**src/logic/cas_pkg.sv**
```systemverilog
package cas_pkg;

  // ---------------------------------------------------------------
  // register map (byte addresses) and reset values
  // ---------------------------------------------------------------
  localparam logic [7:0]  CAS_OFS_CTRL   = 8'h00;
  localparam logic [7:0]  CAS_OFS_MONO   = 8'h04;
  localparam logic [7:0]  CAS_OFS_STATUS = 8'h08;
  localparam logic [7:0]  CAS_CTRL_RST   = 8'h5F;
  localparam logic [15:0] CAS_MONO_RST   = 16'h0000;

  // ---------------------------------------------------------------
  // timing
  // ---------------------------------------------------------------
  localparam int CAS_CLK_NS  = 10;
  localparam int CAS_TMF_NS  = 21000;  // internal monoflop time
  localparam logic [15:0] CAS_MF_CYC = 16'(CAS_TMF_NS / CAS_CLK_NS);
  localparam logic [2:0]  CAS_RISE_SAT = 3'h7;
  localparam logic [2:0]  CAS_BIN_SKIP = 3'h2;

  // ---------------------------------------------------------------
  // types
  // ---------------------------------------------------------------
  typedef enum logic [3:0] {
    CAS_GRAY = 4'b0001,
    CAS_BIN  = 4'b0010,
    CAS_PASS = 4'b0100,
    CAS_SSI  = 4'b1000
  } cas_mode_e;

  typedef enum logic [2:0] {
    CAS_PH_IDLE  = 3'b001,
    CAS_PH_SYNC  = 3'b010,
    CAS_PH_SHIFT = 3'b100
  } cas_phase_e;

  // control register fields, bit 7 downward
  typedef struct packed {
    logic tp_enable;
    logic mode_sel;
    logic test_enable;
    logic error_phase_sel;
    logic all_invert_n;
    logic direction_invert_n;
    logic sync_mode_sel1;
    logic sync_mode_sel0;
  } cas_ctrl_s;

  typedef struct packed {
    cas_ctrl_s   ctrl;
    logic [15:0] mono;
    logic        wr_pend;
    logic [7:0]  wr_addr;
    logic [31:0] hrdata;
    cas_phase_e  phase;
    logic [15:0] mono_cnt;
    logic        sclk_prev;
    logic [5:0]  sr;
    logic [1:0]  low;
    logic [2:0]  rise_cnt;
    logic [4:0]  word;
    logic [4:0]  test_sr;
    logic [4:0]  sel_sr;
    logic        dout;
    logic        fault_n;
    logic        fault_oe;
    logic        iddq;
  } cas_state_s;

endpackage

```
**src/logic/cas_sync3.sv**
```systemverilog
`timescale 1ns/1ns
// three-stage pin synchroniser; output moves only when stages 2 and 3 agree
module cas_sync3 #(
  parameter int WIDTH = 1
) (
  input  wire logic             ref_clk,
  input  wire logic             rst,
  input  wire logic [WIDTH-1:0] pin,
  output logic      [WIDTH-1:0] level
);
  logic [WIDTH-1:0] s1_reg;
  logic [WIDTH-1:0] s2_reg;
  logic [WIDTH-1:0] s3_reg;

  // stage 1 feeds stage 2 only; the idle level of the link is high
  always_ff @(posedge ref_clk or posedge rst) begin
    if (rst) begin
      s1_reg <= '1;
      s2_reg <= '1;
      s3_reg <= '1;
      level  <= '1;
    end else begin
      s1_reg <= pin;
      s2_reg <= s1_reg;
      s3_reg <= s2_reg;
      for (int i = 0; i < WIDTH; i++) begin
        if (s2_reg[i] == s3_reg[i]) begin
          level[i] <= s3_reg[i];
        end
      end
    end
  end
endmodule

```
**src/logic/cas_shifter.sv**
```systemverilog
`timescale 1ns/1ns
// Summary of operation
// - two select bits pick gray, binary, passthrough-sync or ssi-sync mode
// - gray mode with error select appends an active-low led error bit
// - binary mode ignores the error select and never sends an error bit
// - unsynced: capture five tracks on first fall after idle, send on rises
// - unsynced acts as 5 or 6 bit shifter, in on falls, out on rises
// - binary mode converts gray to binary, refuses input around rises one and two
// - direction invert flips the msb, all invert flips every track bit
// - synced modes use lsb as sync bit, binary word corrected by one
// - error/phase select high means sync track trails, low means it leads
// - sync against predecessor msb during first low and first high period
// - passthrough-sync: synced result goes straight to the serial output for the next chip
// - synced modes shift four bits, the sync bit is not sent
// - ssi mode holds output high until the first rise, then sends msb
// - test enable with mode high is digital test, mode low analog test
// - analog test: five-bit select register picks tracks, xored onto output
// - analog test with direction invert low enables quiescent-current test
// - digital test: input runs through test register, captured instead of tracks
// - digital test in binary mode takes no stimuli into the test register
// - threshold test xors all digital inputs onto a push-pull fault output
// - idle monoflop period set externally, internal default when unset
// - chain sync must finish by the second falling clock edge
// - fault output and error bit assert when led control leaves range
module cas_shifter
  import cas_pkg::*;
(
  input  wire logic        ref_clk,
  input  wire logic        rst,
  input  wire logic        hsel,
  input  wire logic [31:0] haddr,
  input  wire logic [1:0]  htrans,
  input  wire logic        hwrite,
  input  wire logic [2:0]  hsize,
  input  wire logic [31:0] hwdata,
  input  wire logic        hready,
  output logic             hreadyout,
  output logic [31:0]      hrdata,
  output logic             hresp,
  input  wire logic        sclk_pin,
  input  wire logic        chain_data_in,
  input  wire logic [4:0]  track_in,
  input  wire logic        led_range_err,
  output logic             chain_data_out,
  output logic             fault_out_n,
  output logic             fault_out_oe,
  output logic             iddq_test
);
  import cas_pkg::*;

  // ---------------------------------------------------------------
  // helpers
  // ---------------------------------------------------------------
  function automatic cas_mode_e mode_of(input cas_ctrl_s c);
    unique case ({c.sync_mode_sel1, c.sync_mode_sel0})
      2'b11:   mode_of = CAS_GRAY;
      2'b10:   mode_of = CAS_BIN;
      2'b01:   mode_of = CAS_PASS;
      default: mode_of = CAS_SSI;
    endcase
  endfunction

  function automatic logic [4:0] g2b(input logic [4:0] g);
    logic [4:0] b;
    b[4] = g[4];
    for (int i = 3; i >= 0; i--) begin
      b[i] = b[i+1] ^ g[i];
    end
    return b;
  endfunction

  // trailing sync track: predecessor msb up, own lsb still low -> step up;
  // leading track: predecessor msb low, own lsb already high -> step down
  function automatic logic [3:0] correct(input logic [4:0] b, input logic pred,
                                         input logic trail);
    logic [3:0] v;
    v = b[4:1];
    if (trail && pred && !b[0]) begin
      v = v + 4'h1;
    end else if (!trail && !pred && b[0]) begin
      v = v - 4'h1;
    end
    return v;
  endfunction

  // ---------------------------------------------------------------
  // pin synchronisers
  // ---------------------------------------------------------------
  logic       sclk_s;
  logic       din_s;
  cas_state_s q;
  cas_state_s d;

  cas_sync3 #(.WIDTH(2)) u_sync (
    .ref_clk (ref_clk),
    .rst     (rst),
    .pin     ({sclk_pin, chain_data_in}),
    .level   ({sclk_s, din_s})
  );

  // ---------------------------------------------------------------
  // decoded conditions
  // ---------------------------------------------------------------
  cas_mode_e   mode;
  logic        rise;
  logic        fall;
  logic        idle;
  logic        dtest;
  logic        atest;
  logic        unsync;
  logic [15:0] period;
  logic [4:0]  tracks;
  logic [4:0]  bin;
  logic [3:0]  corr;
  logic        pin_xor;

  assign mode    = mode_of(q.ctrl);
  assign rise    = sclk_s & ~q.sclk_prev;
  assign fall    = ~sclk_s & q.sclk_prev;
  assign period  = (q.mono == 16'h0000) ? CAS_MF_CYC : q.mono;
  assign idle    = (q.mono_cnt >= period);  // a shortened period expires at once
  assign dtest   = q.ctrl.test_enable & q.ctrl.mode_sel;
  assign atest   = q.ctrl.test_enable & ~q.ctrl.mode_sel;
  assign unsync  = (mode == CAS_GRAY) || (mode == CAS_BIN);
  // invert before conversion; both low leaves the msb as read
  assign tracks  = (dtest ? q.test_sr : track_in)
                   ^ {5{~q.ctrl.all_invert_n}}
                   ^ {~q.ctrl.direction_invert_n, 4'h0};
  assign bin     = g2b(tracks);
  assign corr    = correct(q.word, din_s, q.ctrl.error_phase_sel);
  assign pin_xor = ^{q.ctrl.sync_mode_sel0, q.ctrl.sync_mode_sel1, din_s, sclk_s,
                     q.ctrl.direction_invert_n, q.ctrl.all_invert_n,
                     q.ctrl.error_phase_sel};

  // ---------------------------------------------------------------
  // next state
  // ---------------------------------------------------------------
  always_comb begin
    logic       sin;
    logic [5:0] shifted;
    d = q;
    sin = din_s;
    shifted = {q.sr[4:0], 1'b0};
    d.sclk_prev = sclk_s;

    // bus: write lands in its data phase, then the read sees it
    if (q.wr_pend) begin
      unique case (q.wr_addr)
        CAS_OFS_CTRL: d.ctrl = cas_ctrl_s'(hwdata[7:0]);
        CAS_OFS_MONO: d.mono = hwdata[15:0];
        default: ;
      endcase
    end
    d.wr_pend = 1'b0;
    if (hsel && htrans[1] && hready) begin
      d.wr_pend = hwrite;
      d.wr_addr = haddr[7:0];
      if (!hwrite) begin
        unique case (haddr[7:0])
          CAS_OFS_CTRL:   d.hrdata = {24'h000000, d.ctrl};
          CAS_OFS_MONO:   d.hrdata = {16'h0000, d.mono};
          CAS_OFS_STATUS: d.hrdata = {q.phase, q.rise_cnt, q.low, q.sr, q.word,
                                      q.test_sr, q.sel_sr, q.dout, idle, ~q.fault_n};
          default:        d.hrdata = 32'h00000000;
        endcase
      end
    end

    // idle monoflop, retriggered by either clock edge
    if (rise || fall) begin
      d.mono_cnt = 16'h0000;
    end else if (!idle) begin
      d.mono_cnt = q.mono_cnt + 16'h0001;
    end

    if (rise && q.rise_cnt != CAS_RISE_SAT) begin
      d.rise_cnt = q.rise_cnt + 3'h1;
    end

    // test register in front of the chain input
    if (dtest && fall && mode != CAS_BIN) begin
      d.test_sr = {q.test_sr[3:0], din_s};
    end
    if (dtest) begin
      sin = q.test_sr[4];
    end
    if (mode == CAS_BIN && q.rise_cnt <= CAS_BIN_SKIP) begin
      sin = 1'b0;
    end

    // serial engine
    unique case (q.phase)
      CAS_PH_IDLE: begin
        if (fall && idle) begin
          d.rise_cnt = 3'h0;
          if (unsync) begin
            d.phase = CAS_PH_SHIFT;
            if (mode == CAS_GRAY && q.ctrl.error_phase_sel) begin
              d.sr  = {tracks, ~led_range_err};
              d.low = 2'h0;
            end else begin
              d.sr  = {(mode == CAS_BIN) ? bin : tracks, 1'b0};
              d.low = 2'h1;
            end
          end else begin
            d.phase = CAS_PH_SYNC;
            d.word  = bin;
            d.low   = 2'h2;
            d.dout  = 1'b1;
          end
        end
      end
      CAS_PH_SYNC: begin
        // word tracks the predecessor msb until the second fall
        if (mode == CAS_PASS || rise || q.rise_cnt != 3'h0) begin
          d.dout = corr[3];
        end else begin
          d.dout = 1'b1;
        end
        if (rise) begin
          d.sr = {corr, 2'h0};
        end
        if (fall) begin
          d.phase = CAS_PH_SHIFT;
          d.sr    = {corr[2:0], sin, 2'h0};
        end
      end
      CAS_PH_SHIFT: begin
        if (rise) begin
          d.dout = q.sr[5];
        end
        if (fall) begin
          for (int i = 0; i < 6; i++) begin
            d.sr[i] = (i == int'(q.low)) ? sin :
                      (i < int'(q.low)) ? 1'b0 : shifted[i];
          end
        end
      end
      default: d.phase = CAS_PH_IDLE;
    endcase
    if (idle && q.phase != CAS_PH_IDLE) begin
      d.phase = CAS_PH_IDLE;
      d.dout  = 1'b1;
    end

    // analog test: select register clocked on the low-going clock
    if (atest) begin
      if (fall) begin
        d.sel_sr = {q.sel_sr[3:0], din_s};
      end
      d.dout  = ^(track_in & q.sel_sr);
      d.phase = CAS_PH_IDLE;
    end
    d.iddq = atest & ~q.ctrl.direction_invert_n;

    // fault pin: open drain normally, push-pull in threshold test
    if (dtest && q.ctrl.tp_enable) begin
      d.fault_n  = pin_xor;
      d.fault_oe = 1'b1;
    end else begin
      d.fault_n  = ~led_range_err;
      d.fault_oe = led_range_err;
    end
  end

  // ---------------------------------------------------------------
  // state register
  // ---------------------------------------------------------------
  always_ff @(posedge ref_clk or posedge rst) begin
    if (rst) begin
      q          <= '0;
      q.ctrl     <= cas_ctrl_s'(CAS_CTRL_RST);
      q.mono     <= CAS_MONO_RST;
      q.phase    <= CAS_PH_IDLE;
      q.mono_cnt <= CAS_MF_CYC;
      q.sclk_prev <= 1'b1;
      q.dout     <= 1'b1;
      q.fault_n  <= 1'b1;
      q.rise_cnt <= CAS_RISE_SAT;
    end else begin
      q <= d;
    end
  end

  // outputs straight from the state flops; zero-wait, always okay
  assign hreadyout      = 1'b1;
  assign hresp          = 1'b0;
  assign hrdata         = q.hrdata;
  assign chain_data_out = q.dout;
  assign fault_out_n    = q.fault_n;
  assign fault_out_oe   = q.fault_oe;
  assign iddq_test      = q.iddq;
endmodule

```
**config.mk**
```make
export PLATFORM = sky130hd
export DESIGN_NAME = cas_shifter
export DESIGN_NICKNAME = d
export VERILOG_FILES = /design/src/logic/cas_pkg.sv /design/src/logic/cas_sync3.sv /design/src/logic/cas_shifter.sv
export SDC_FILE = /design/constraint.sdc
export NUM_CORES = 1
export LEC_CHECK = 0
export BUFFER_PORTS_ARGS = -buffer_cell sky130_fd_sc_hd__clkbuf_2
export CORE_ASPECT_RATIO = 0.6
export CORE_MARGIN = 2
export CORE_UTILIZATION = 34
export DETAILED_ROUTE_END_ITERATION = 16
export HOLD_SLACK_MARGIN = 0.03
export PLACE_DENSITY = 0.63
export SLEW_MARGIN = 20
export SYNTH_ARGS = -nofsm -noshare
export SYNTH_HDL_FRONTEND = slang
export SYNTH_HIERARCHICAL = 1
export SYNTH_SLANG_ARGS = --single-unit
```
**constraint.sdc**
```tcl
create_clock -name ref_clk -period 4.6 [get_ports ref_clk]
set_clock_uncertainty 0.2 [all_clocks]
set_input_delay 0.92 -clock ref_clk [delete_from_list [all_inputs] [get_ports ref_clk]]
set_output_delay 0.92 -clock ref_clk [all_outputs]
set_load 0.02 [all_outputs]
```
# After elaboration in Yosys (flattened, before gate mapping)
# Index checks and enable logic that the tools add are counted.
# Widths: inputs -> output; s select.
# word_totals
reg_bits,123
input_bits,82
out_inout_bits,38
word_cells,173
# classes
add_sub_neg,4
magnitude_cmp,4
eq_ne,30
muxes,47
n_bitwise,21
reduce_logical,37
# ops
cell,n
$pmux 32 s3,1
$mux 16,5
$mux 41,1
$mux 32,1
$mux 24,1
$mux 6,4
$mux 3,6
$pmux 6 s3,1
$add 16x1->16 const B,1
$eq 8x3->1 const B,2
$ge 16x16->1,1
$logic_not 16->1,1
$logic_not 8->1,2
$mux 8,2
$ne 4x4->1 const B,4
$logic_and 1x1->1,14
$mux 1,14
$mux 4,3
$pmux 4 s3,1
$mux 5,2
$xor 5x5->5,2
$ne 3x3->1 const B,3
$not 1->1,9
$pmux 3 s3,1
39 further kinds,61

# Longest topological paths before layout
# Gate-level depths: netlist (run 1).
# logic_depth
depth_word,13
mapped_depth,12
depth_no_buf,11

# By module
# The synthesis (run 1) kept the hierarchy.
# modules_own_cells
module,n_inst,cells_per_inst,area_each_um2
cas_shifter,1,640,6555.0
cas_sync3,1,11,236.5

# Least setup slack after synthesis (run 1)
# Ideal clock, no wire load.
# synth_path
path_kind,register to register
startpoint,register q[104] (netlist bit)
endpoint,register q[25] (netlist bit)
setup_time_ns,0.128
t_arrival_ns,2.886
path_slack_ns,1.386
path_stages_with_launch,13
n_path_buf,1
period_less_slack_ns,3.214
cell_sequence,dfrtp_1 -> nor4_1 -> and4_1 -> nor2_1 -> ha_1 -> and3_4 -> a221o_1 -> a221o_1 -> a41oi_4 -> a21o_2 -> buf_4 -> mux2i_1 -> o31ai_2
# synth_between
elab_chain_len,6
# synth_lines
element,line,rtl
from (decl),cas_shifter.sv:91,cas_state_s q;
$logic_not 16->1,cas_shifter.sv:120,assign period = (q.mono == 16'h0000) ? CAS_MF_CYC : q.mono;
$mux 16 *,cas_shifter.sv:120,
$ge 16x16->1 *,cas_shifter.sv:121,assign idle = (q.mono_cnt >= period);
$logic_and 1x1->1 *,cas_shifter.sv:194,if (fall && idle) begin
$ne 2x2->1 (no line) *,--,
$reduce_and 5->1 (no line) *,--,
# Mark *: on every way between the ends. The rest lies on a longest branch, timed or not.
# A chain may end at the register's enable or synchronous reset.

# Worst setup path after layout (run 1)
# layout_path
startpoint,register q[99] (netlist bit)
endpoint,register q[25] (netlist bit)
# Same word-level chain as after synthesis.

==> results of run 1 <==
[layer usage]
layer	track usage (%)	vias up	wire length, µm
met4	3.598	0	93
met2	22.41	117	6487
met3	4.677	8	1026
met5	0	-	0
met1	26.78	2411	9433
li1	-	2307	-
[final timing paths]
kind	from	end	cells after the start
worst max-delay path	q[99]	q[25]	11
worst min-delay path	u_sync/s1_reg[0]	u_sync/s2_reg[0]	0
worst max register to register	q[99]	q[25]	11
worst min register to register	u_sync/s1_reg[0]	u_sync/s2_reg[0]	0
max in group asynchronous	rst	q[47]	3
min in group asynchronous	rst	q[82]	2
[power by group]
group	switching, mW	total (mW)	leakage, nW	internal (mW)
clock	0.477	1.35	0.288	0.877
combinational	0.229	0.402	1.79	0.173
sequential	0.0883	1.27	1.50	1.19
[cells by family (layout without fill, tap and decap cells)]
family | after synthesis | count (layout) | share of synthesized area [%]
mux | 64 | 64 | 10.22
compound gates | 102 | 102 | 10.48
simple gates | 206 | 206 | 15.81
other cells | 2 | 2 | 0.1106
xor+xnor | 40 | 40 | 5.601
fa+ha+maj | 27 | 27 | 4.937
flops | 123 | 123 | 45.78
buf+inv | 87 | 140 | 7.056
[Yosys cell counts (7+ instances only)]
| cell type | number |
|---|---|
| dfrtp_1 | 98 |
| nand2_1 | 68 |
| mux2_2 | 43 |
| buf_4 | 36 |
| xnor2_1 | 31 |
| nor2_1 | 29 |
| inv_1 | 28 |
| dfstp_2 | 25 |
| ha_1 | 25 |
| nand2b_1 | 25 |
| o21ai_0 | 25 |
| mux2i_1 | 21 |
| clkbuf_1 | 18 |
| a21oi_1 | 17 |
| and2_1 | 15 |
| nand4_1 | 13 |
| o21a_1 | 10 |
| a22o_1 | 9 |
| nor2b_1 | 8 |
| nand3_1 | 7 |
| o211ai_1 | 7 |
[cell usage in the layout (no fill, tap or decap), drive strengths merged, types with 25 or more instances in the layout]
cell	count
o21ai	25
xnor2	32
inv	28
dfrtp	98
dfstp	25
mux2	43
nand2	70
nor2	30
clkbuf	97
nand2b	25
ha	25
[critical path: cells and delay by family (launching register included)]
| family | cells | cell delay (ps) |
|---|---|---|
| simple gates | 6 | 1840 |
| compound gates | 4 | 1280 |
| flops | 1 | 390 |
| fa+ha+maj | 1 | 270 |
[layout make-up]
cell class	count	area, µm²
Sequential cell	123	3109
Inverter	28	107.6
Multi-Input combinational cell	441	3206
Tap cell	266	332.8
Fill cell	1924	11550
Timing Repair Buffer	80	430.4
Clock inverter	8	117.6
Clock buffer	24	471.7
[stage by stage]
step | cell area (µm²) | total power [mW] | utilization [%] | hold WS [ps] | instances
3_3_place_gp | 7186 | 1.679 | 37.19 | 147.0 | 938
2_1_floorplan | 6792 | 1.567 | - | 145.2 | 651
5_1_grt | 7775 | 3.180 | 40.24 | 159.4 | 970
3_5_place_dp | 7186 | 1.692 | 37.19 | 147.2 | 938
4_1_cts | 7775 | 3.056 | 40.24 | 154.5 | 970
6_report | 7775 | 3.029 | 40.24 | 154.2 | 970
==> flow_summary.json, run 1 <==
{
  "grt_pass1_wl_mm": 27.33,
  "synth-seq-cells": 123,
  "cpMaxStageDelayCell": "o31ai_1",
  "synth.distinct_cells": 67,
  "p_per_area_nw_per_um2": 389.6,
  "root_buffer": "clkbuf_16",
  "clock_sinks": 123,
  "crit_chain": "nor4_1, and4_1, nor2_1, ha_1, o21a_1, nor2_1, o31ai_1, a41oi_4, nor2_1, nand2_1, o31ai_2",
  "critPathCaptureType": "register",
  "preCtsSetupSlack_ps": 664.6,
  "synth_area_leaders": "dfrtp_1 36%, dfstp_2 9.7%, mux2_2 7.1%, ha_1 4.6%, xnor2_1 4.0%",
  "rsz0062_at_grt": "no",
  "dp_hpwl_mm": 12.71,
  "async_flop_share_pct": 100.0,
  "ys_seq_area_share_pct": 45.78,
  "grt_max_degree": 62,
  "largest-register": "q",
  "io_buffers": 73,
  "drive_gt1_share_pct": 27.70,
  "antenna_found_initial": 0,
  "first_global_vias": 4766,
  "leakage_nw": 3.582,
  "synth_cells": 651,
  "wl_mm": 17.04,
  "crit_type": "register to register",
  "vias_per_cell": 4.993,
  "rows": 39,
  "worst-endpoint-required_ps": 4730,
  "clock.fmax_mhz": 244.7,
  "hold_viol": 0,
  "cts_tree": "done",
  "yosysWarnings": 6,
  "tns_ps": 0,
  "syn_to_final_growth_pct": 14.48,
  "maxSlewHeadroom_pct": 39.24,
  "yosys.area.top_type": "dfrtp_1",
  "dieArea_um2": 21160,
  "synth_edf_count": 0,
  "diodes": 0,
  "hold_path_class": "register to register",
  "drc": 0,
  "setup_violations": 0,
  "status": "completed",
  "drv_cap": 0,
  "die_w_um": 186.5,
  "synth_area_per_cell_um2": 10.43,
  "numCtsBuffers": 17,
  "vias": 4843,
  "synth_top_area_share_pct": 36.11,
  "final.period_utilization_pct": 88.84,
  "synth-main-ff-cell": "dfrtp_1",
  "synth.net_count": 758,
  "grt_use_total_pct": 16.92,
  "grt_overflow": 0,
  "vdd_drop_max_uv": 271.8,
  "cts_setup_buffers": 0,
  "setup_slack_ps": 513.4,
  "path_common_cell": "nor2_1",
  "largest_reg_flops": 79,
  "place.gp.congestion": 0.8452,
  "drt_pass1_iterations": 5,
  "pin_count": 120,
  "clock_latency_ps": 410,
  "cts.clk_slew.worst_paths_ps": 60,
  "nets": 798,
  "synth.cell_area_um2": 6792,
  "worstSetupStartpointType": "register",
  "cts_buffer_depth": 2,
  "drt_iter0_drc": 306,
  "cp_max_fo": 11,
  "post_drt_wl_per_cell_um": 17.57,
  "slew_viol_final": 0,
  "layout_min_cycle_time_ps": 4087,
  "tightestPinTransition_ps": 908.9,
  "ant_nets": 0,
  "cp.arrival_ps": 4210,
  "cp_slowest_stage_delay_ps": 600,
  "ctsResizeCount": 0,
  "r2r_slack_ps": 510,
  "core_um2": 19320,
  "cts_hold_buffers": 0,
  "htree_levels": 4,
  "start_util_pct": 35.15,
  "fp.dieH_um": 113.5
}
Note: power is estimated with default switching activity, not from simulation.
==> inputs of run 2 (changes only) <==
--- a/config.mk
+++ b/config.mk
@@ -12,8 +12,8 @@
 export DETAILED_ROUTE_END_ITERATION = 16
 export HOLD_SLACK_MARGIN = 0.03
 export PLACE_DENSITY = 0.63
+export RECOVER_POWER = 50
 export SLEW_MARGIN = 20
 export SYNTH_ARGS = -nofsm -noshare
 export SYNTH_HDL_FRONTEND = slang
-export SYNTH_HIERARCHICAL = 1
 export SYNTH_SLANG_ARGS = --single-unit
==> flow_summary.json, run 2 <==
{
  "status": "finished, violations left",
  "violations": "capacitance limit, slew limit",
  "synth.cell_area_um2": 6766,
  "dieArea_um2": 21080,
  "tns_ps": 0,
  "grt_use_total_pct": 17.71,
  "place.gp.congestion": 0.8703,
  "drive_gt1_share_pct": 25.97,
  "path_buf_inv": 0,
  "crit_type": "register to register",
  "htree_levels": 4,
  "cp_max_fo": 13,
  "io_buffers": 73,
  "largest-register": "q",
  "tightestPinTransition_ps": 2390,
  "critPathCaptureType": "register",
  "layout_min_cycle_time_ps": 3643,
  "root_buffer": "clkbuf_16",
  "async_flop_share_pct": 100.0,
  "vdd_drop_max_uv": 238.1,
  "synth_area_per_cell_um2": 10.10,
  "synth_area_leaders": "dfrtp_1 36%, dfstp_2 9.7%, mux2_2 6.8%, ha_1 4.6%, nand2_1 4.2%",
  "drc": 0,
  "synth-seq-cells": 123,
  "antenna_found_initial": 0,
  "cts_hold_buffers": 0,
  "start_util_pct": 35.11,
  "hold_viol": 0,
  "worst-endpoint-required_ps": 4760,
  "ys_seq_area_share_pct": 45.95,
  "clock_sinks": 123,
  "fp.dieH_um": 113.3,
  "cp.arrival_ps": 3810,
  "first_global_vias": 4635,
  "layout_commonest_cell": "dfrtp_1",
  "leakage_nw": 3.542,
  "synth-main-ff-cell": "dfrtp_1",
  "pin_count": 120,
  "cts_tree": "done",
  "post_drt_wl_per_cell_um": 17.97,
  "drt_iter0_drc": 527,
  "yosys.area.top_type": "dfrtp_1",
  "hp-start": "u_sync.s1_reg[0]",
  "die_w_um": 186.1,
  "regToRegStartpoint": "q[100]",
  "core_um2": 19270,
  "clock_latency_ps": 420,
  "cts_setup_buffers": 0,
  "diodes": 0,
  "ys_top_cells_by_count": "98 x dfrtp_1, 75 x nand2_1, 50 x o21ai_0, 41 x mux2_2, 36 x nor2_1",
  "final.period_utilization_pct": 79.20,
  "final_area_um2": 7826,
  "crit_start": "q[100]",
  "post_dp_cell_area_um2": 7162,
  "syn_to_final_growth_pct": 15.66,
  "hold_path_depth": 0,
  "cts.clk_slew.worst_paths_ps": 60,
  "clock.fmax_mhz": 274.5,
  "ant_nets": 0,
  "synth.net_count": 777,
  "yosysMostFrequentCell": "dfrtp_1",
  "dp_hpwl_mm": 13.42,
  "path_delay_family": "compound AO/OA/AOI/OAI gates",
  "cp_slowest_stage_delay_ps": 500,
  "grt_pass1_wl_mm": 27.64,
  "vias_per_cell": 5.042,
  "setup_violations": 0,
  "worstSetupStartpointType": "register",
  "grt_overflow": 0,
  "slew_viol_final": 54,
  "cts_buffer_depth": 2,
  "ctsResizeCount": 0,
  "grt_max_degree": 54,
  "power.total_mw": 3.136,
  "yosysWarnings": 0,
  "ff2ff_path_depth": 11,
  "rows": 39,
  "drt_pass1_iterations": 5,
  "synth_cells": 670,
  "vias": 4992,
  "numCtsBuffers": 17,
  "p_per_area_nw_per_um2": 400.7,
  "synth_edf_count": 0,
  "wl_mm": 17.79,
  "crit_chain": "nor4_1, and4_1, nor2_1, ha_1, a21o_1, a31oi_1, o21ai_0, a21o_1, nand3_1, o31ai_1, mux2_2",
  "cpMaxStageDelayCell": "a21o_1",
  "nets": 818,
  "hold_path_class": "register to register",
  "crit_cells": 11,
  "rsz0062_at_grt": "no",
  "maxSlewHeadroom_pct": -60.23,
  "path_common_cell": "a21o_1",
  "final_cell_mix": "98 x dfrtp_1, 75 x nand2_1, 75 x clkbuf_2",
  "synth_top_area_share_pct": 36.24,
  "drv_cap": 1,
  "synth.distinct_cells": 62,
  "largest_reg_flops": 79
}
run 2: metrics by stage:
step | worst slack, ps | utilization [%] | hold slack [ps] | cells
final | 956.6 | 40.60 | 153.9 | 990
after global routing | 782.5 | 40.60 | 162.0 | 990
after CTS | 984.4 | 40.64 | 154.5 | 990
after detailed placement | 997.4 | 37.16 | 146.8 | 958
after global placement | 1037 | 37.16 | 145.5 | 958
after floorplan | 250.5 | - | 145.2 | 670
run 2: final timing paths:
kind	endpoint	slack, ps
setup / recovery	q[27]	960
hold / removal	u_sync.s2_reg[0]	150
setup reg to reg	q[27]	960
hold reg to reg	u_sync.s2_reg[0]	150
max in group asynchronous	q[4]	1500
min in group asynchronous	q[32]	930
run 2: layer usage:
| metal | GRT usage, % | share of wire (%) | vias to the layer above |
|---|---|---|---|
| li1 | - | - | 2383 |
| met1 | 29.87 | 55 | 2429 |
| met2 | 20.59 | 36 | 167 |
| met3 | 5.375 | 8.9 | 13 |
| met4 | 4.304 | 0.70 | 0 |
| met5 | 0 | 0 | - |
run 2: logic make-up (layout without fill, tap and decap cells):
kind of cell               Yosys count  in the layout  synth area share [%]
AOI/OAI and AO/OA                  121            121                 11.22
xor gates and xnor gates            37             37                 5.621
adders and majority gates           27             27                 4.919
buffers and inverters               92            146                 7.267
DFF                                123            123                 45.95
muxes                               55             55                 9.079
other                                2              2                0.1110
and+or+nand+nor                    213            213                 15.83
run 2: power breakdown:
part           internal [mW]  switching, mW
Combinational          0.154          0.206
Clock                   1.02          0.504
Sequential              1.17         0.0804
run 2: final cells by class:
| class | count | area, µm² |
|---|---|---|
| fillers | 1890 | 11450 |
| flip-flops and latches | 123 | 3109 |
| repair buffers | 81 | 420.4 |
| inverters | 33 | 125.1 |
| clock inverters | 10 | 186.4 |
| multi-input cells | 455 | 3168 |
| clock buffers | 22 | 484.2 |
| well taps | 266 | 332.8 |
==> inputs of run 3 (changes only) <==
--- a/config.mk
+++ b/config.mk
@@ -11,7 +11,7 @@
 export CORE_UTILIZATION = 34
 export DETAILED_ROUTE_END_ITERATION = 16
 export HOLD_SLACK_MARGIN = 0.03
-export PLACE_DENSITY = 0.63
+export PLACE_DENSITY = 0.65
 export RECOVER_POWER = 50
 export SLEW_MARGIN = 20
 export SYNTH_ARGS = -nofsm -noshare
==> constraint.sdc (replaced) <==
create_clock -name ref_clk -period 2.95 [get_ports ref_clk]
set_clock_uncertainty 0.2 [all_clocks]
set_input_delay 0.59 -clock ref_clk [delete_from_list [all_inputs] [get_ports ref_clk]]
set_output_delay 0.59 -clock ref_clk [all_outputs]
set_load 0.02 [all_outputs]
==> flow_summary.json, run 3 (synthesis gave the netlist of run 2 again) <==
{
  "status": "finished, violations left",
  "violations": "setup timing",
  "core_um2": 19270,
  "dp.cells": 990,
  "crit_start": "q[100]",
  "internal_power_mw": 3.385,
  "io_buffers": 73,
  "clock_latency_ps": 420,
  "layout_min_cycle_time_ps": 3153,
  "first_global_vias": 5032,
  "vdd_drop_max_uv": 408.3,
  "ant_nets": 0,
  "cp_max_fo": 6,
  "critPathCaptureType": "register",
  "leakage_nw": 3.674,
  "largest-register": "q",
  "cts_buffer_depth": 2,
  "switching_power_mw": 1.293,
  "root_buffer": "clkbuf_16",
  "worstSetupStartpointType": "register",
  "grt_overflow": 0,
  "drv_cap": 0,
  "cp.arrival_ps": 3270,
  "hold_path_depth": 1,
  "grt_use_total_pct": 18.72,
  "fill_cells": 1895,
  "final.period_utilization_pct": 106.9,
  "dieArea_um2": 21080,
  "setup_slack_ps": -202.7,
  "hold_viol": 0,
  "tightestPinTransition_ps": 1202,
  "ff2ff_path_depth": 14,
  "power.total_mw": 4.678,
  "layout_commonest_cell": "dfrtp_1",
  "die_w_um": 186.1,
  "clock_sinks": 123,
  "power_frac_clock_pct": 44.6,
  "vias_per_cell": 5.048,
  "dp_hpwl_mm": 13.68,
  "cts_tree": "done",
  "crit_chain": "nor4_2, buf_4, and4_4, nor2_4, ha_4, nand4_1, o21bai_1, a211o_1, a21oi_4, buf_4, buf_6, nand3_2, xnor2_1, and2_1",
  "largest_reg_flops": 79,
  "path_common_cell": "buf_4",
  "pwr-share-seq_pct": 41.7,
  "htree_levels": 4,
  "post_drt_wl_per_cell_um": 18.15,
  "fp.dieH_um": 113.3,
  "regToRegStartpoint": "q[100]",
  "pin_count": 120,
  "syn_to_final_growth_pct": 23.10,
  "grt_pass1_wl_mm": 29.48,
  "path_buf_inv": 3,
  "vias": 5199,
  "drt_iter0_drc": 393,
  "path_delay_family": "simple AND/OR/NAND/NOR gates",
  "place.gp.congestion": 0.8931,
  "layout.cells.non_filler": 1030,
  "crit_cells": 14,
  "worst-endpoint-required_ps": 3070,
  "setup_violations": 33,
  "drive_gt1_share_pct": 31.54,
  "crit_type": "register to register",
  "combPwrFrac_pct": 13.6,
  "cts.clk_slew.worst_paths_ps": 60,
  "hp-start": "sclk_pin",
  "rows": 39,
  "maxSlewHeadroom_pct": 19.87,
  "start_util_pct": 35.11,
  "rsz0062_at_grt": "yes",
  "clock.fmax_mhz": 317.2,
  "cp_slowest_stage_delay_ps": 400,
  "hold_path_class": "primary input to register",
  "cpMaxStageDelayCell": "dfrtp_1",
  "drc": 0,
  "antenna_found_initial": 1,
  "final_cell_mix": "98 x dfrtp_1, 73 x nand2_1, 50 x clkbuf_2",
  "tns_ps": -3873,
  "nets": 858,
  "drt_pass1_iterations": 5,
  "p_sw_share_pct": 27.64,
  "numCtsBuffers": 17,
  "p_per_area_nw_per_um2": 561.6,
  "diodes": 0,
  "wl_mm": 18.69,
  "grt_max_degree": 86,
  "slew_viol_final": 0
}
run 3: final timing paths:
path	to	slack, ps
setup / recovery	q[46]	-200
hold / removal	u_sync.s1_reg[1]	50
setup reg to reg	q[46]	-200
hold reg to reg	u_sync.s2_reg[1]	160
max in group asynchronous	hrdata[9]	380
min in group asynchronous	q[84]	560
run 3: per-stage QoR:
step	setup slack (ps)	hold slack (ps)	utilization (%)	instance area [µm²]
6_report	-202.7	54.51	43.21	8329
5_1_grt	-358.2	48.65	43.21	8329
4_1_cts	-158.8	36.56	42.59	8209
3_5_place_dp	-390.3	146.8	38.54	7428
3_3_place_gp	-368.6	146.6	38.54	7428
2_1_floorplan	30.70	145.2	-	6773
run 3: layout make-up:
| cell class | instances | area (µm²) | area share, % |
|---|---|---|---|
| Sequential cell | 123 | 3109 | 37.33 |
| Clock inverter | 13 | 143.9 | 1.728 |
| Clock buffer | 19 | 442.9 | 5.318 |
| Multi-Input combinational cell | 455 | 3430 | 41.17 |
| Inverter | 33 | 125.1 | 1.502 |
| Tap cell | 266 | 332.8 | 3.996 |
| Timing Repair Buffer | 121 | 745.7 | 8.953 |
run 3: power by group through the flow:
stage          Combinational (mW)  Clock (mW)  Sequential [mW]
2_1_floorplan               0.414           0             1.94
3_3_place_gp                0.584           0             1.97
3_5_place_dp                0.595           0             1.98
4_1_cts                     0.622        2.13             1.95
5_1_grt                     0.707        2.20             1.97
6_report                    0.637        2.09             1.95
run 3: per-layer routing:
metal  part of all wire [%]  up-vias  wire (µm)  track usage, %
li1                       -     2458          -               -
met1                     54     2550      10090           30.89
met3                    8.1       11       1506           4.731
met2                     37      178       6897           22.97
met5                   0.46        -         86           3.294
met4                   0.60        2        112           4.724
run 3: repair_timing:
| action | 4_1_cts | 5_1_grt |
|---|---|---|
| endpoints found under the setup margin | 37 | 37 |
| hold buffers | 1 | 0 |
| gates cloned | 1 | 0 |
| hold endpoints to repair | 12 | 0 |
| buffers inserted | 2 | 4 |
| pin swaps | 19 | 21 |
| gates resized for setup | 41 | 32 |
